$ cat src/rtl/ga_cfg.svh
// constants for the gas alarm annunciator: register map, fields, timing
// assumes inclusion by ga_pkg users; definitions only
`ifndef GA_CFG_SVH
`define GA_CFG_SVH
// ====================================================================
// geometry
`define GA_NDET        4
`define GA_NSLOT       24
`define GA_SLOTS_DET   6
// ====================================================================
// register byte addresses
`define GA_ADR_CTRL    8'h00
`define GA_ADR_LAT     8'h04
`define GA_ADR_UNACK   8'h08
`define GA_ADR_MISC    8'h0c
`define GA_ADR_THR_LO  8'h10
`define GA_ADR_THR_HI  8'h3c
`define GA_ADR_DET_LO  8'h40
`define GA_ADR_DET_HI  8'h4c
// ====================================================================
// control fields
`define GA_CTL_BUZ_OFF 0
`define GA_CTL_MAINT   1
`define GA_CTL_SW_ACK  2
`define GA_CTL_BMODE   8:4
`define GA_CTL_WIN     24:16
`define GA_CTL_WMASK   32'h01ff_01f3
`define GA_CTL_RST     32'h000f_0000
// threshold word fields
`define GA_THR_LVL     11:0
`define GA_THR_FALL    12
`define GA_THR_EVAL    14:13
`define GA_THR_HYST    16:15
`define GA_THR_MAN     17
`define GA_THR_RLY     22:18
`define GA_THR_WMASK   32'h007f_ffff
`define GA_THR_RST     32'h0000_0fff
// detector word fields
`define GA_DET_OVR     11:0
`define GA_DET_UDR     23:12
`define GA_DET_RLY     28:24
`define GA_DET_WMASK   32'h1fff_ffff
`define GA_DET_RST     32'h0000_0fff
// ====================================================================
// timing and scaling
`define GA_CLK_HZ      25000000
`define GA_MINUTE_S    60
`define GA_BEEP_MS     125
`define GA_HYST_STEP   13'h0029
`define GA_WIN_ROUND   9'h00f
`define GA_EMA_SHIFT   4
`endif

$ cat src/rtl/ga_pkg.sv
// types shared by the gas alarm annunciator
// assumes ga_cfg.svh for the numeric constants
package ga_pkg;
	// one detector measurement, full scale = all ones
	typedef logic [11:0] ga_meas_t;
	// evaluation source of a threshold alarm
	typedef enum logic [1:0] {GA_EVAL_INST, GA_EVAL_AVG, GA_EVAL_BOTH} ga_eval_t;
endpackage

$ cat src/rtl/ga_annunciator.sv
// gas alarm annunciator: thresholds, latching, relays, leds, buzzer
// assumes measurements and fault flags on core_clk, keys async pins
//
// Added by the designer: the Avalon-MM slave port and the address map.
`timescale 1ns/10ps
`include "ga_cfg.svh"
module ga_annunciator
	import ga_pkg::*;
#(
	parameter int MIN_CYC  = `GA_MINUTE_S * `GA_CLK_HZ,
	parameter int BEEP_CYC = `GA_BEEP_MS * (`GA_CLK_HZ / 1000)
)(
	input  wire logic                core_clk,
	input  wire logic                rst_b,
	input  wire logic [7:0]          avs_address,
	input  wire logic                avs_read,
	input  wire logic                avs_write,
	input  wire logic [31:0]         avs_writedata,
	input  wire logic [3:0]          avs_byteenable,
	output logic      [31:0]         avs_readdata,
	output logic                     avs_waitrequest,
	input  wire logic [3:0][11:0]    meas_val,
	input  wire logic [3:0]          clear_doubt,
	input  wire logic [3:0]          fault_det,
	input  wire logic                fault_ctrl,
	input  wire logic                fault_comm,
	input  wire logic                fault_mem,
	input  wire logic                alarm_key_b,
	input  wire logic                remote_ack_b,
	input  wire logic                mains_lost,
	input  wire logic                batt_fault,
	output logic      [4:0]          relay,
	output logic                     fail_relay,
	output logic      [3:0]          alarm_led,
	output logic                     fault_led,
	output logic                     power_led,
	output logic                     buzzer
);
	// ====================================================================
	// register file
	logic [31:0]             ctrl_ff;
	logic [11:0][31:0]       thr_ff;
	logic [3:0][31:0]        det_ff;
	logic                    ack_ff;
	logic [31:0]             rdata_ff;
	logic                    sw_ack_ff;
	logic [31:0]             nxt_rdata;
	logic                    wr_go;
	logic [7:0]              thr_off;
	logic [7:0]              det_off;
	logic [`GA_NSLOT-1:0]    lat_ff;
	logic [`GA_NSLOT-1:0]    unack_ff;
	logic [`GA_NSLOT-1:0]    buz_ff;
	logic                    fault_buz_ff;
	logic                    any_fault;
	logic [3:0]              sync1_ff;
	logic [3:0]              sync2_ff;

	// merge written bytes, reserved bits kept zero
	function automatic logic [31:0] be_merge(input logic [31:0] old, input logic [31:0] wd,
		input logic [3:0] be, input logic [31:0] msk);
		logic [31:0] r;
		r = old;
		for (int i = 0; i < 4; i++)
		begin
			if (be[i])
				r[i*8 +: 8] = wd[i*8 +: 8];
		end
		be_merge = r & msk;
	endfunction

	// one wait state per access, answer when ack_ff is high
	assign avs_waitrequest = (avs_read | avs_write) & ~ack_ff;
	assign avs_readdata    = rdata_ff;
	assign wr_go           = avs_write & ack_ff;
	assign thr_off         = avs_address - `GA_ADR_THR_LO;
	assign det_off         = avs_address - `GA_ADR_DET_LO;

	// read mux, unmapped reads zero
	always_comb
	begin
		nxt_rdata = 32'h0000_0000;
		if (avs_address == `GA_ADR_CTRL)
			nxt_rdata = ctrl_ff;
		else if (avs_address == `GA_ADR_LAT)
			nxt_rdata = {8'h00, lat_ff};
		else if (avs_address == `GA_ADR_UNACK)
			nxt_rdata = {8'h00, unack_ff};
		else if (avs_address == `GA_ADR_MISC)
			nxt_rdata = {28'h0000000, fault_buz_ff, sync2_ff[3], sync2_ff[2], any_fault};
		else if (avs_address >= `GA_ADR_THR_LO && avs_address <= `GA_ADR_THR_HI
			&& avs_address[1:0] == 2'h0)
			nxt_rdata = thr_ff[thr_off[5:2]];
		else if (avs_address >= `GA_ADR_DET_LO && avs_address <= `GA_ADR_DET_HI
			&& avs_address[1:0] == 2'h0)
			nxt_rdata = det_ff[det_off[3:2]];
	end

	// bus handshake and read data
	always_ff @(posedge core_clk or negedge rst_b)
	begin
		if (!rst_b)
		begin
			ack_ff   <= 1'b0;
			rdata_ff <= 32'h0000_0000;
		end
		else
		begin
			ack_ff <= (avs_read | avs_write) & ~ack_ff;
			if (avs_read & ~ack_ff)
				rdata_ff <= nxt_rdata;
		end
	end

	// configuration writes, software acknowledge pulse
	always_ff @(posedge core_clk or negedge rst_b)
	begin
		if (!rst_b)
		begin
			ctrl_ff   <= `GA_CTL_RST;
			thr_ff    <= {12{`GA_THR_RST}};
			det_ff    <= {4{`GA_DET_RST}};
			sw_ack_ff <= 1'b0;
		end
		else
		begin
			sw_ack_ff <= 1'b0;
			if (wr_go && avs_address == `GA_ADR_CTRL)
			begin
				ctrl_ff   <= be_merge(ctrl_ff, avs_writedata, avs_byteenable, `GA_CTL_WMASK);
				sw_ack_ff <= avs_byteenable[0] & avs_writedata[`GA_CTL_SW_ACK];
			end
			if (wr_go && avs_address >= `GA_ADR_THR_LO && avs_address <= `GA_ADR_THR_HI
				&& avs_address[1:0] == 2'h0)
				thr_ff[thr_off[5:2]] <= be_merge(thr_ff[thr_off[5:2]], avs_writedata,
					avs_byteenable, `GA_THR_WMASK);
			if (wr_go && avs_address >= `GA_ADR_DET_LO && avs_address <= `GA_ADR_DET_HI
				&& avs_address[1:0] == 2'h0)
				det_ff[det_off[3:2]] <= be_merge(det_ff[det_off[3:2]], avs_writedata,
					avs_byteenable, `GA_DET_WMASK);
		end
	end

	// ====================================================================
	// pin synchronisers and acknowledge
	logic [1:0] key_q_ff;
	logic       ack_evt;

	// two flops, then edge detect on second stage
	always_ff @(posedge core_clk or negedge rst_b)
	begin
		if (!rst_b)
		begin
			sync1_ff <= 4'h3;
			sync2_ff <= 4'h3;
			key_q_ff <= 2'h3;
		end
		else
		begin
			sync1_ff <= {batt_fault, mains_lost, remote_ack_b, alarm_key_b};
			sync2_ff <= sync1_ff;
			key_q_ff <= sync2_ff[1:0];
		end
	end

	// front key and remote input act the same
	assign ack_evt = (|(key_q_ff & ~sync2_ff[1:0])) | sw_ack_ff;

	// ====================================================================
	// time base: minute tick, beep and blink divider
	logic [31:0] min_cnt_ff;
	logic        min_tick;
	logic [31:0] beep_cnt_ff;
	logic [2:0]  phase_ff;

	assign min_tick = (min_cnt_ff == 32'(MIN_CYC - 1));

	// free running dividers
	always_ff @(posedge core_clk or negedge rst_b)
	begin
		if (!rst_b)
		begin
			min_cnt_ff  <= 32'h0000_0000;
			beep_cnt_ff <= 32'h0000_0000;
			phase_ff    <= 3'h0;
		end
		else
		begin
			min_cnt_ff <= min_tick ? 32'h0000_0000 : min_cnt_ff + 32'h0000_0001;
			if (beep_cnt_ff == 32'(BEEP_CYC - 1))
			begin
				beep_cnt_ff <= 32'h0000_0000;
				phase_ff    <= phase_ff + 3'h1;
			end
			else
				beep_cnt_ff <= beep_cnt_ff + 32'h0000_0001;
		end
	end

	// ====================================================================
	// averaging: moving average stepped every window/16 minutes
	logic [8:0] step_cnt_ff;
	logic [8:0] step_len;
	logic       avg_step;
	logic [3:0][11:0] avg_ff;

	assign step_len = (ctrl_ff[`GA_CTL_WIN] + `GA_WIN_ROUND) >> `GA_EMA_SHIFT;
	assign avg_step = min_tick && (step_cnt_ff + 9'h001 >= step_len);

	// step counter in minutes
	always_ff @(posedge core_clk or negedge rst_b)
	begin
		if (!rst_b)
			step_cnt_ff <= 9'h000;
		else if (avg_step)
			step_cnt_ff <= 9'h000;
		else if (min_tick)
			step_cnt_ff <= step_cnt_ff + 9'h001;
	end

	// per detector average
	always_ff @(posedge core_clk or negedge rst_b)
	begin
		if (!rst_b)
			avg_ff <= '0;
		else if (avg_step)
		begin
			for (int d = 0; d < `GA_NDET; d++)
				avg_ff[d] <= avg_ff[d] + 12'(($signed({1'b0, meas_val[d]})
					- $signed({1'b0, avg_ff[d]})) >>> `GA_EMA_SHIFT);
		end
	end

	// ====================================================================
	// threshold compare with hysteresis
	function automatic logic trip(input logic [11:0] v, input logic [11:0] lvl,
		input logic fall, input logic on, input logic [1:0] h);
		logic [12:0] hy;
		hy = 13'(h) * `GA_HYST_STEP;
		if (fall)
			trip = on ? ({1'b0, v} <= {1'b0, lvl} + hy) : (v <= lvl);
		else
			trip = on ? ({1'b0, v} + hy >= {1'b0, lvl}) : (v >= lvl);
	endfunction

	logic [`GA_NSLOT-1:0] cond_ff;
	logic [`GA_NSLOT-1:0] nxt_cond;
	logic [`GA_NSLOT-1:0] manual;

	// six alarm slots per detector: three thresholds, over, under, doubt
	genvar gd;
	genvar gk;
	generate
		for (gd = 0; gd < `GA_NDET; gd++)
		begin : g_det
			for (gk = 0; gk < 3; gk++)
			begin : g_thr
				localparam int S = gd * `GA_SLOTS_DET + gk;
				logic [31:0] c;
				logic        ti;
				logic        ta;
				assign c  = thr_ff[gd * 3 + gk];
				assign ti = trip(meas_val[gd], c[`GA_THR_LVL], c[`GA_THR_FALL], cond_ff[S],
					c[`GA_THR_HYST]);
				assign ta = trip(avg_ff[gd], c[`GA_THR_LVL], c[`GA_THR_FALL], cond_ff[S],
					c[`GA_THR_HYST]);
				// instant, averaged or either
				assign nxt_cond[S] = (c[`GA_THR_EVAL] == GA_EVAL_INST) ? ti :
					(c[`GA_THR_EVAL] == GA_EVAL_AVG) ? ta : (ti | ta);
				assign manual[S]   = c[`GA_THR_MAN];
			end
			assign nxt_cond[gd*`GA_SLOTS_DET+3] = meas_val[gd] > det_ff[gd][`GA_DET_OVR];
			assign nxt_cond[gd*`GA_SLOTS_DET+4] = meas_val[gd] < det_ff[gd][`GA_DET_UDR];
			assign nxt_cond[gd*`GA_SLOTS_DET+5] = clear_doubt[gd];
			assign manual[gd*`GA_SLOTS_DET+5 -: 3] = 3'h0;
		end
	endgenerate

	// ====================================================================
	// per slot latch: lat drives normal relay and led, unack buzzer relay
	always_ff @(posedge core_clk or negedge rst_b)
	begin
		if (!rst_b)
		begin
			cond_ff  <= '0;
			lat_ff   <= '0;
			unack_ff <= '0;
			buz_ff   <= '0;
		end
		else
		begin
			cond_ff <= nxt_cond;
			for (int s = 0; s < `GA_NSLOT; s++)
			begin
				// new alarm wins over a coinciding acknowledge
				if (nxt_cond[s] & ~cond_ff[s])
				begin
					lat_ff[s]   <= 1'b1;
					unack_ff[s] <= 1'b1;
					buz_ff[s]   <= 1'b1;
				end
				else if (manual[s])
				begin
					lat_ff[s]   <= lat_ff[s] & (nxt_cond[s] | (unack_ff[s] & ~ack_evt));
					unack_ff[s] <= unack_ff[s] & ~ack_evt;
					buz_ff[s]   <= buz_ff[s] & ~ack_evt;
				end
				else
				begin
					lat_ff[s]   <= nxt_cond[s];
					unack_ff[s] <= unack_ff[s] & ~ack_evt & nxt_cond[s];
					buz_ff[s]   <= buz_ff[s] & ~ack_evt;
				end
			end
		end
	end

	// ====================================================================
	// faults
	logic fault_q_ff;

	assign any_fault = fault_ctrl | fault_comm | fault_mem | (|fault_det);

	// buzzer request on a new failure, silenced by acknowledge
	always_ff @(posedge core_clk or negedge rst_b)
	begin
		if (!rst_b)
		begin
			fault_q_ff   <= 1'b0;
			fault_buz_ff <= 1'b0;
		end
		else
		begin
			fault_q_ff <= any_fault;
			if (any_fault & ~fault_q_ff)
				fault_buz_ff <= 1'b1;
			else if (ack_evt)
				fault_buz_ff <= 1'b0;
		end
	end

	// ====================================================================
	// relay mapping and led / buzzer composition
	logic [4:0] nxt_relay;
	logic [3:0] nxt_led;
	logic       lvl3;
	logic       lvl2;
	logic       tone;
	logic       blink;

	assign blink = phase_ff[2];

	// each relay: normal type follows lat, buzzer type follows unack
	always_comb
	begin
		nxt_relay = 5'h00;
		nxt_led   = 4'h0;
		lvl3      = 1'b0;
		lvl2      = 1'b0;
		for (int d = 0; d < `GA_NDET; d++)
		begin
			for (int k = 0; k < `GA_SLOTS_DET; k++)
			begin
				for (int r = 0; r < 5; r++)
				begin
					if ((k < 3 ? thr_ff[d*3+(k%3)][18+r] : det_ff[d][24+r])
						&& (ctrl_ff[4+r] ? unack_ff[d*6+k] : lat_ff[d*6+k]))
						nxt_relay[r] = 1'b1;
				end
				// manual unacknowledged blinks, otherwise steady
				if (lat_ff[d*6+k])
					nxt_led[d] = nxt_led[d] | ~(manual[d*6+k] & unack_ff[d*6+k]) | blink;
			end
			lvl3 = lvl3 | buz_ff[d*6+2] | buz_ff[d*6+3] | buz_ff[d*6+5];
			lvl2 = lvl2 | buz_ff[d*6+1];
		end
	end

	// faster repetition for higher levels
	assign tone = lvl3 ? phase_ff[0] : lvl2 ? phase_ff[1] : phase_ff[2];

	// registered outputs
	always_ff @(posedge core_clk or negedge rst_b)
	begin
		if (!rst_b)
		begin
			relay      <= 5'h00;
			fail_relay <= 1'b0;
			alarm_led  <= 4'h0;
			fault_led  <= 1'b0;
			power_led  <= 1'b0;
			buzzer     <= 1'b0;
		end
		else
		begin
			relay      <= nxt_relay;
			fail_relay <= any_fault;
			alarm_led  <= nxt_led;
			fault_led  <= ctrl_ff[`GA_CTL_MAINT] ? blink : any_fault;
			power_led  <= (sync2_ff[2] | sync2_ff[3]) ? blink : 1'b1;
			buzzer     <= ((|buz_ff) | fault_buz_ff) & ~ctrl_ff[`GA_CTL_BUZ_OFF] & tone;
		end
	end
endmodule

$ cat config.mk
export PLATFORM = sky130hd
export DESIGN_NAME = ga_annunciator
export DESIGN_NICKNAME = d
export VERILOG_FILES = /design/src/rtl/ga_pkg.sv /design/src/rtl/ga_annunciator.sv
export VERILOG_INCLUDE_DIRS = /design/src /design/src/rtl
export SDC_FILE = /design/constraint.sdc
export NUM_CORES = 2
export LEC_CHECK = 0
export ABC_AREA = 0
export BUFFER_PORTS_ARGS = -buffer_cell sky130_fd_sc_hd__buf_2
export CORE_MARGIN = 1.5
export CORE_UTILIZATION = 39
export CTS_CLUSTER_DIAMETER = 50
export CTS_CLUSTER_SIZE = 12
export DETAILED_ROUTE_END_ITERATION = 10
export GPL_ROUTABILITY_DRIVEN = 0
export GPL_TIMING_DRIVEN = 0
export PLACE_DENSITY_LB_ADDON = 0.15
export REMOVE_ABC_BUFFERS = 1
export SYNTH_ARGS = -nofsm -noshare
export SYNTH_HDL_FRONTEND = slang
export SYNTH_SLANG_ARGS = --single-unit
$ cat constraint.sdc
create_clock -name core_clk -period 9.65 [get_ports core_clk]
set_clock_uncertainty 0.15 [all_clocks]
set_input_delay 0.965 -clock core_clk [delete_from_list [all_inputs] [get_ports core_clk]]
set_output_delay 0.965 -clock core_clk [all_outputs]
set_load 0.02 [all_outputs]
Yosys cells after proc, flatten, opt, wreduce, memory -nomap -nowiden --
Cells that the tools add are included.
Operators by class: $add $sub $neg 51, bitwise gates (word level) 234, reduce and logical (&&, ||, !) cells 157, equal/unequal tests 17, multiplexer cells 497, $mul 12, divide/modulo/power cells 0, magnitude comparators 113, shift operators 0
Operators with widths (number):
- $add 12x8->13 | 36
- $mux 1 | 463
- $bwmux 384 | 1
- $mux 32 | 12
- $ge 13x12->1 | 24
- $le 12x13->1 | 24
- $ge 12x12->1 | 24
- $le 12x12->1 | 24
- $logic_and 1x1->1 | 134
- $bmux 32 s4 | 1
- $bwmux 128 | 1
- $demux 32 s4 | 1
- $and 1x1->1 | 127
- $mul 2x6->8 const B | 12
- $mux 8 | 10
- $or 1x1->1 | 65
- $add 32x1->32 const B | 2
- $bmux 32 s2 | 1
- $demux 32 s2 | 1
- $sub 12x12->13 | 4
- $add 12x12->12 | 4
- $gt 12x12->1 | 4
- $lt 12x12->1 | 4
- $not 1->1 | 40
- 31 further kinds | 62
Storage, ports and cells: output and inout port bits 46, bits in read-only memories 0, bits in latches 0, bits in writable memories 0, memories kept 0, bits in registers 806

Longest topological paths before layout --
word-level depth 26, gate-level depth with buffers 21, gate-level depth less buffers 21

Worst setup path before layout --
No wires, ideal clock.
kind input port to flip-flop, start point input port meas_val[36] in the netlist's numbering, end point register unack_ff[19], slack 5.241 ns, arrival time 4.131 ns, buffers on the path 0, stages 19, path through ha_1 inv_1 fa_1 nand4b_1 a21boi_0 o21ai_0 a21oi_1 xnor2_1 ha_1 a2111oi_0 o21ai_0 a41oi_1 o21ai_0 a21oi_1 a21oi_1 o31a_1 or3_1 a21oi_1 o22ai_1
On the way: word-level cells in the longest chain between the ends 10, elaborated cells on any way between the ends 15, those cells by class add/sub: 1; order compare: 4; mux: 7; bitwise: 3
RTL lines:
- start: declaration | RTL line ga_annunciator.sv:22 | input wire logic [3:0][11:0] meas_val,
- $add 12x8->13 | RTL line ga_annunciator.sv:243 | trip = on ? ({1'b0, v} + hy >= {1'b0, lvl}) : (v >= lvl);
- $ge 13x12->1 | RTL line ga_annunciator.sv:243
- $mux 1 | RTL line ga_annunciator.sv:243
- $mux 1 * | RTL line ga_annunciator.sv:240 | if (fall)
- $or 1x1->1 | RTL line ga_annunciator.sv:269 | (c[`GA_THR_EVAL] == GA_EVAL_AVG) ? ta : (ti | ta);
- $mux 1 | RTL line ga_annunciator.sv:269
- $mux 1 * | RTL line ga_annunciator.sv:268 | assign nxt_cond[S] = (c[`GA_THR_EVAL] == GA_EVAL_INST) ? ti :
- $and 1x1->1 | RTL line ga_annunciator.sv:311 | unack_ff[s] <= unack_ff[s] & ~ack_evt & nxt_cond[s];
- $mux 1 | RTL line ga_annunciator.sv:302 | else if (manual[s])
- $mux 1 * | RTL line ga_annunciator.sv:296 | if (nxt_cond[s] & ~cond_ff[s])
- end signal: indexed assignment | RTL line ga_annunciator.sv:305 | unack_ff[s] <= unack_ff[s] & ~ack_evt;
- end signal: indexed assignment | RTL line ga_annunciator.sv:311
- end: declaration | RTL line ga_annunciator.sv:52 | logic [`GA_NSLOT-1:0] unack_ff;
Every way passes the cells marked *; elsewhere a longest branch is shown, timed or not. A chain may end at the register's enable or synchronous reset.

Worst setup path in the final report --
start point register avg_ff[19] in the netlist's numbering, end point register unack_ff[6]
On the way: word-level cells in the longest chain between the ends 10, elaborated cells on any way between the ends 15, those cells by class add/sub: 1; order compare: 4; mux: 7; bitwise: 3
RTL lines:
- start: declaration | RTL line ga_annunciator.sv:205 | logic [3:0][11:0] avg_ff;
- start signal: indexed assignment | RTL line ga_annunciator.sv:229 | avg_ff[d] <= avg_ff[d] + 12'(($signed({1'b0, meas_val[d]})
- $add 12x8->13 | RTL line ga_annunciator.sv:243
- $ge 13x12->1 | RTL line ga_annunciator.sv:243
- $mux 1 | RTL line ga_annunciator.sv:243
- $mux 1 * | RTL line ga_annunciator.sv:240
- $or 1x1->1 | RTL line ga_annunciator.sv:269
- $mux 1 * | RTL line ga_annunciator.sv:269
- $mux 1 * | RTL line ga_annunciator.sv:268
- $and 1x1->1 | RTL line ga_annunciator.sv:311
- $mux 1 | RTL line ga_annunciator.sv:302
- $mux 1 * | RTL line ga_annunciator.sv:296
Marked as above.

==> qor.csv <==
metric,value,unit
Leakage,32.6,nW
"most common cell after layout, fill and taps aside",ha_1,
Final Max Tran Viols,0,
GRT Util Overall,0.286,
Post-DP HPWL,198000,um
Fin Setup TNS,0,ns
routed len/inst,25.3,um
"flops & latches, synth",683,
sequential area share after synthesis,0.247,
CTS Buffer Depth,3,
hold violation count in the final report,0,
Tmin final,5.97,ns
Hold Crit Class,input pin to async pin,
# DRC,0,
Netlist cell types,118,
total die area,182000,um2
Worst-Margin Slew,1.48,ns
I/O Buffers,150,
H-tree depth,3,
Inserted Clock Buffers,98,
Die X,427,um
global-route wire length before repair,391000,um
Congestion Overflow GR,0,
Power Density,111,nW/um2
Core Area,178000,um2
synth warn,0,
"Req. time, crit path",10.13,ns
Fmax achieved,0.167,GHz
# rows,155,
syn avg cell area,8.76,um2
Die Ht,427,um
initial antenna violation count,12,
1st-pass router iterations,8,
peak supply drop,0.135,mV
RSZ-0062 raised after global routing,false,
Starting Density,0.393,
DRT iter0 DRCs,4933,
# hold bufs at CTS,0,
layout cell share with drive strength beyond 1,0.109,
startpoint types,flop,
Slew headroom,0.0105,
setup bufs post-CTS,0,
outcome,finished clean,
Ports,157,
ys flop type,dfrtp_1,
final wirelength,264000,um
Final Setup Violations,0,
Synth Cell Area,70100,um2
Clock transition at path regs,0.06,ns
Area Overhead vs Synth,10.1,%
via count,62313,
number of global-route vias before repair,60749,
number of max-cap violations,0,
nets,9330,
Syn Inst Count,8006,
largest net degree at the start of global routing,115,
Worst Setup End Kind,flop,
CTS tree,built,
number of flops mapped to enable cells by yosys,0,
Worst-Skew Late Latency,0.77,ns
fin crit share,0.619,
CP Class,flop to flop,
Worst Path Max Fanout,21,
Routed Antenna Nets,0,
CTS Root Cell,clkbuf_16,
"Async S/R FF share, synth",1.00,
Via-to-Cell Ratio,5.97,
Resized cells post-CTS,0,
final core occ,0.433,
Fillers,17469,
most frequent cells in the layout,"ha_1 (1,188), nand2_1 (880), o21ai_0 (759)",
clock sinks,683,
Crit path arrival time,6.45,ns
==> per-stage QoR <==
step	std cells	setup slack, ns	hold WS (ns)	area, um2	total power (W)
floorplan	7690	5.02	0.181	68800	0.00393
detailed placement	10244	3.48	0.186	73600	0.00460
global route	10437	3.18	0.108	77200	0.00886
CTS	10429	3.60	0.0852	77200	0.00857
global placement	10195	-8.04	0.191	72500	0.00454
finish	10437	3.68	0.113	77200	0.00853
==> per-layer routing <==
layer | routed length [um] | track usage | vias up
met5 | 0 | 0 | -
met1 | 111000 | 0.362 | 30391
met3 | 15100 | 0.0385 | 554
li1 | - | - | 29343
met2 | 122000 | 0.469 | 2025
met4 | 16000 | 0.156 | 0
==> synthesized netlist by cell type (49+ instances only) <==
library cell / n / area (um2)
a211oi_1: 50 / 375
a21o_1: 206 / 1550
a21oi_1: 433 / 2170
a22oi_1: 49 / 368
a31oi_1: 77 / 482
and3_1: 49 / 307
buf_1: 51 / 191
clkbuf_1: 222 / 833
dfrtp_1: 481 / 12000
dfstp_2: 202 / 5310
ha_1: 1189 / 14900
inv_1: 538 / 2020
mux2_2: 77 / 867
mux2i_1: 89 / 891
mux4_2: 98 / 2210
nand2_1: 894 / 3360
nand2b_1: 81 / 507
nand3_1: 172 / 861
nand4_1: 141 / 882
nor2_1: 353 / 1330
nor2b_1: 121 / 757
nor3_1: 123 / 616
o211ai_1: 81 / 608
o21a_1: 107 / 803
o21ai_0: 759 / 3800
xnor2_1: 366 / 3210
xor2_1: 128 / 1120
==> power by group <==
group | internal (W) | total, W | switching (W)
combinational | 0.000540 | 0.00141 | 0.000869
sequential | 0.00296 | 0.00318 | 0.000213
clock | 0.00233 | 0.00394 | 0.00161
==> registers in the layout (all words and copies together), names as in the netlist, 24 cells and up <==
| register | count |
|---|---|
| avg_ff | 48 |
| lat_ff | 24 |
| det_ff | 116 |
| min_cnt_ff | 32 |
| avs_readdata | 29 |
| buz_ff | 24 |
| g_det.g_thr.c | 276 |
| beep_cnt_ff | 32 |
| cond_ff | 24 |
| unack_ff | 24 |
==> logic make-up (layout without fill, tap and decap cells) <==
kind of cell / Yosys count / after routing / synth area share
AO/OA/AOI/OAI: 2229 / 2229 / 0.205
AND/OR/NAND/NOR: 2206 / 2206 / 0.152
adder cells (fa/ha/maj): 1254 / 1254 / 0.227
buffers and inverters: 869 / 936 / 0.0479
flip-flops: 683 / 683 / 0.247
XOR/XNOR: 500 / 500 / 0.0636
multiplexers: 264 / 264 / 0.0566
other: 1 / 10 / 0.0000535
==> cell type report <==
type	count	area, um2	area share
well taps	2355	2950	0.0382
flip-flops and latches	683	17300	0.225
repair buffers	200	1640	0.0212
diodes	7	17.5	0.000227
inverters	551	2070	0.0268
multi-input cells	6456	49600	0.643
clock buffers	118	2610	0.0338
clock inverters	67	957	0.0124
==> final timing paths <==
| check | slack, ns | depth (start not counted) | from | end |
|---|---|---|---|---|
| max | 3.68 | 12 | avg_ff[19] | unack_ff[6] |
| min | 0.11 | 1 | rst_b | avg_ff[18] |
| max reg2reg | 3.68 | 12 | avg_ff[19] | unack_ff[6] |
| min reg2reg | 0.20 | 0 | sync1_ff[2] | sync2_ff[2] |
| max in group asynchronous | 6.96 | 4 | rst_b | avg_ff[46] |
| min in group core_clk | 0.14 | 1 | alarm_key_b | sync1_ff[0] |
==> worst max-delay path, stage by stage, from the launching register on <==
cell and delay [ns]:
dfrtp_1 1.06, clkinv_1 0.70, nor4_1 1.16, nand2_1 0.18, xnor2_1 0.18, ha_1 0.34
and4_1 0.15, a2111oi_0 0.62, o211ai_1 0.32, o211ai_1 0.39, o211ai_1 0.28, a21oi_1 0.21
o32ai_1 0.11
No activity file was read; power rests on OpenSTA's default activity.
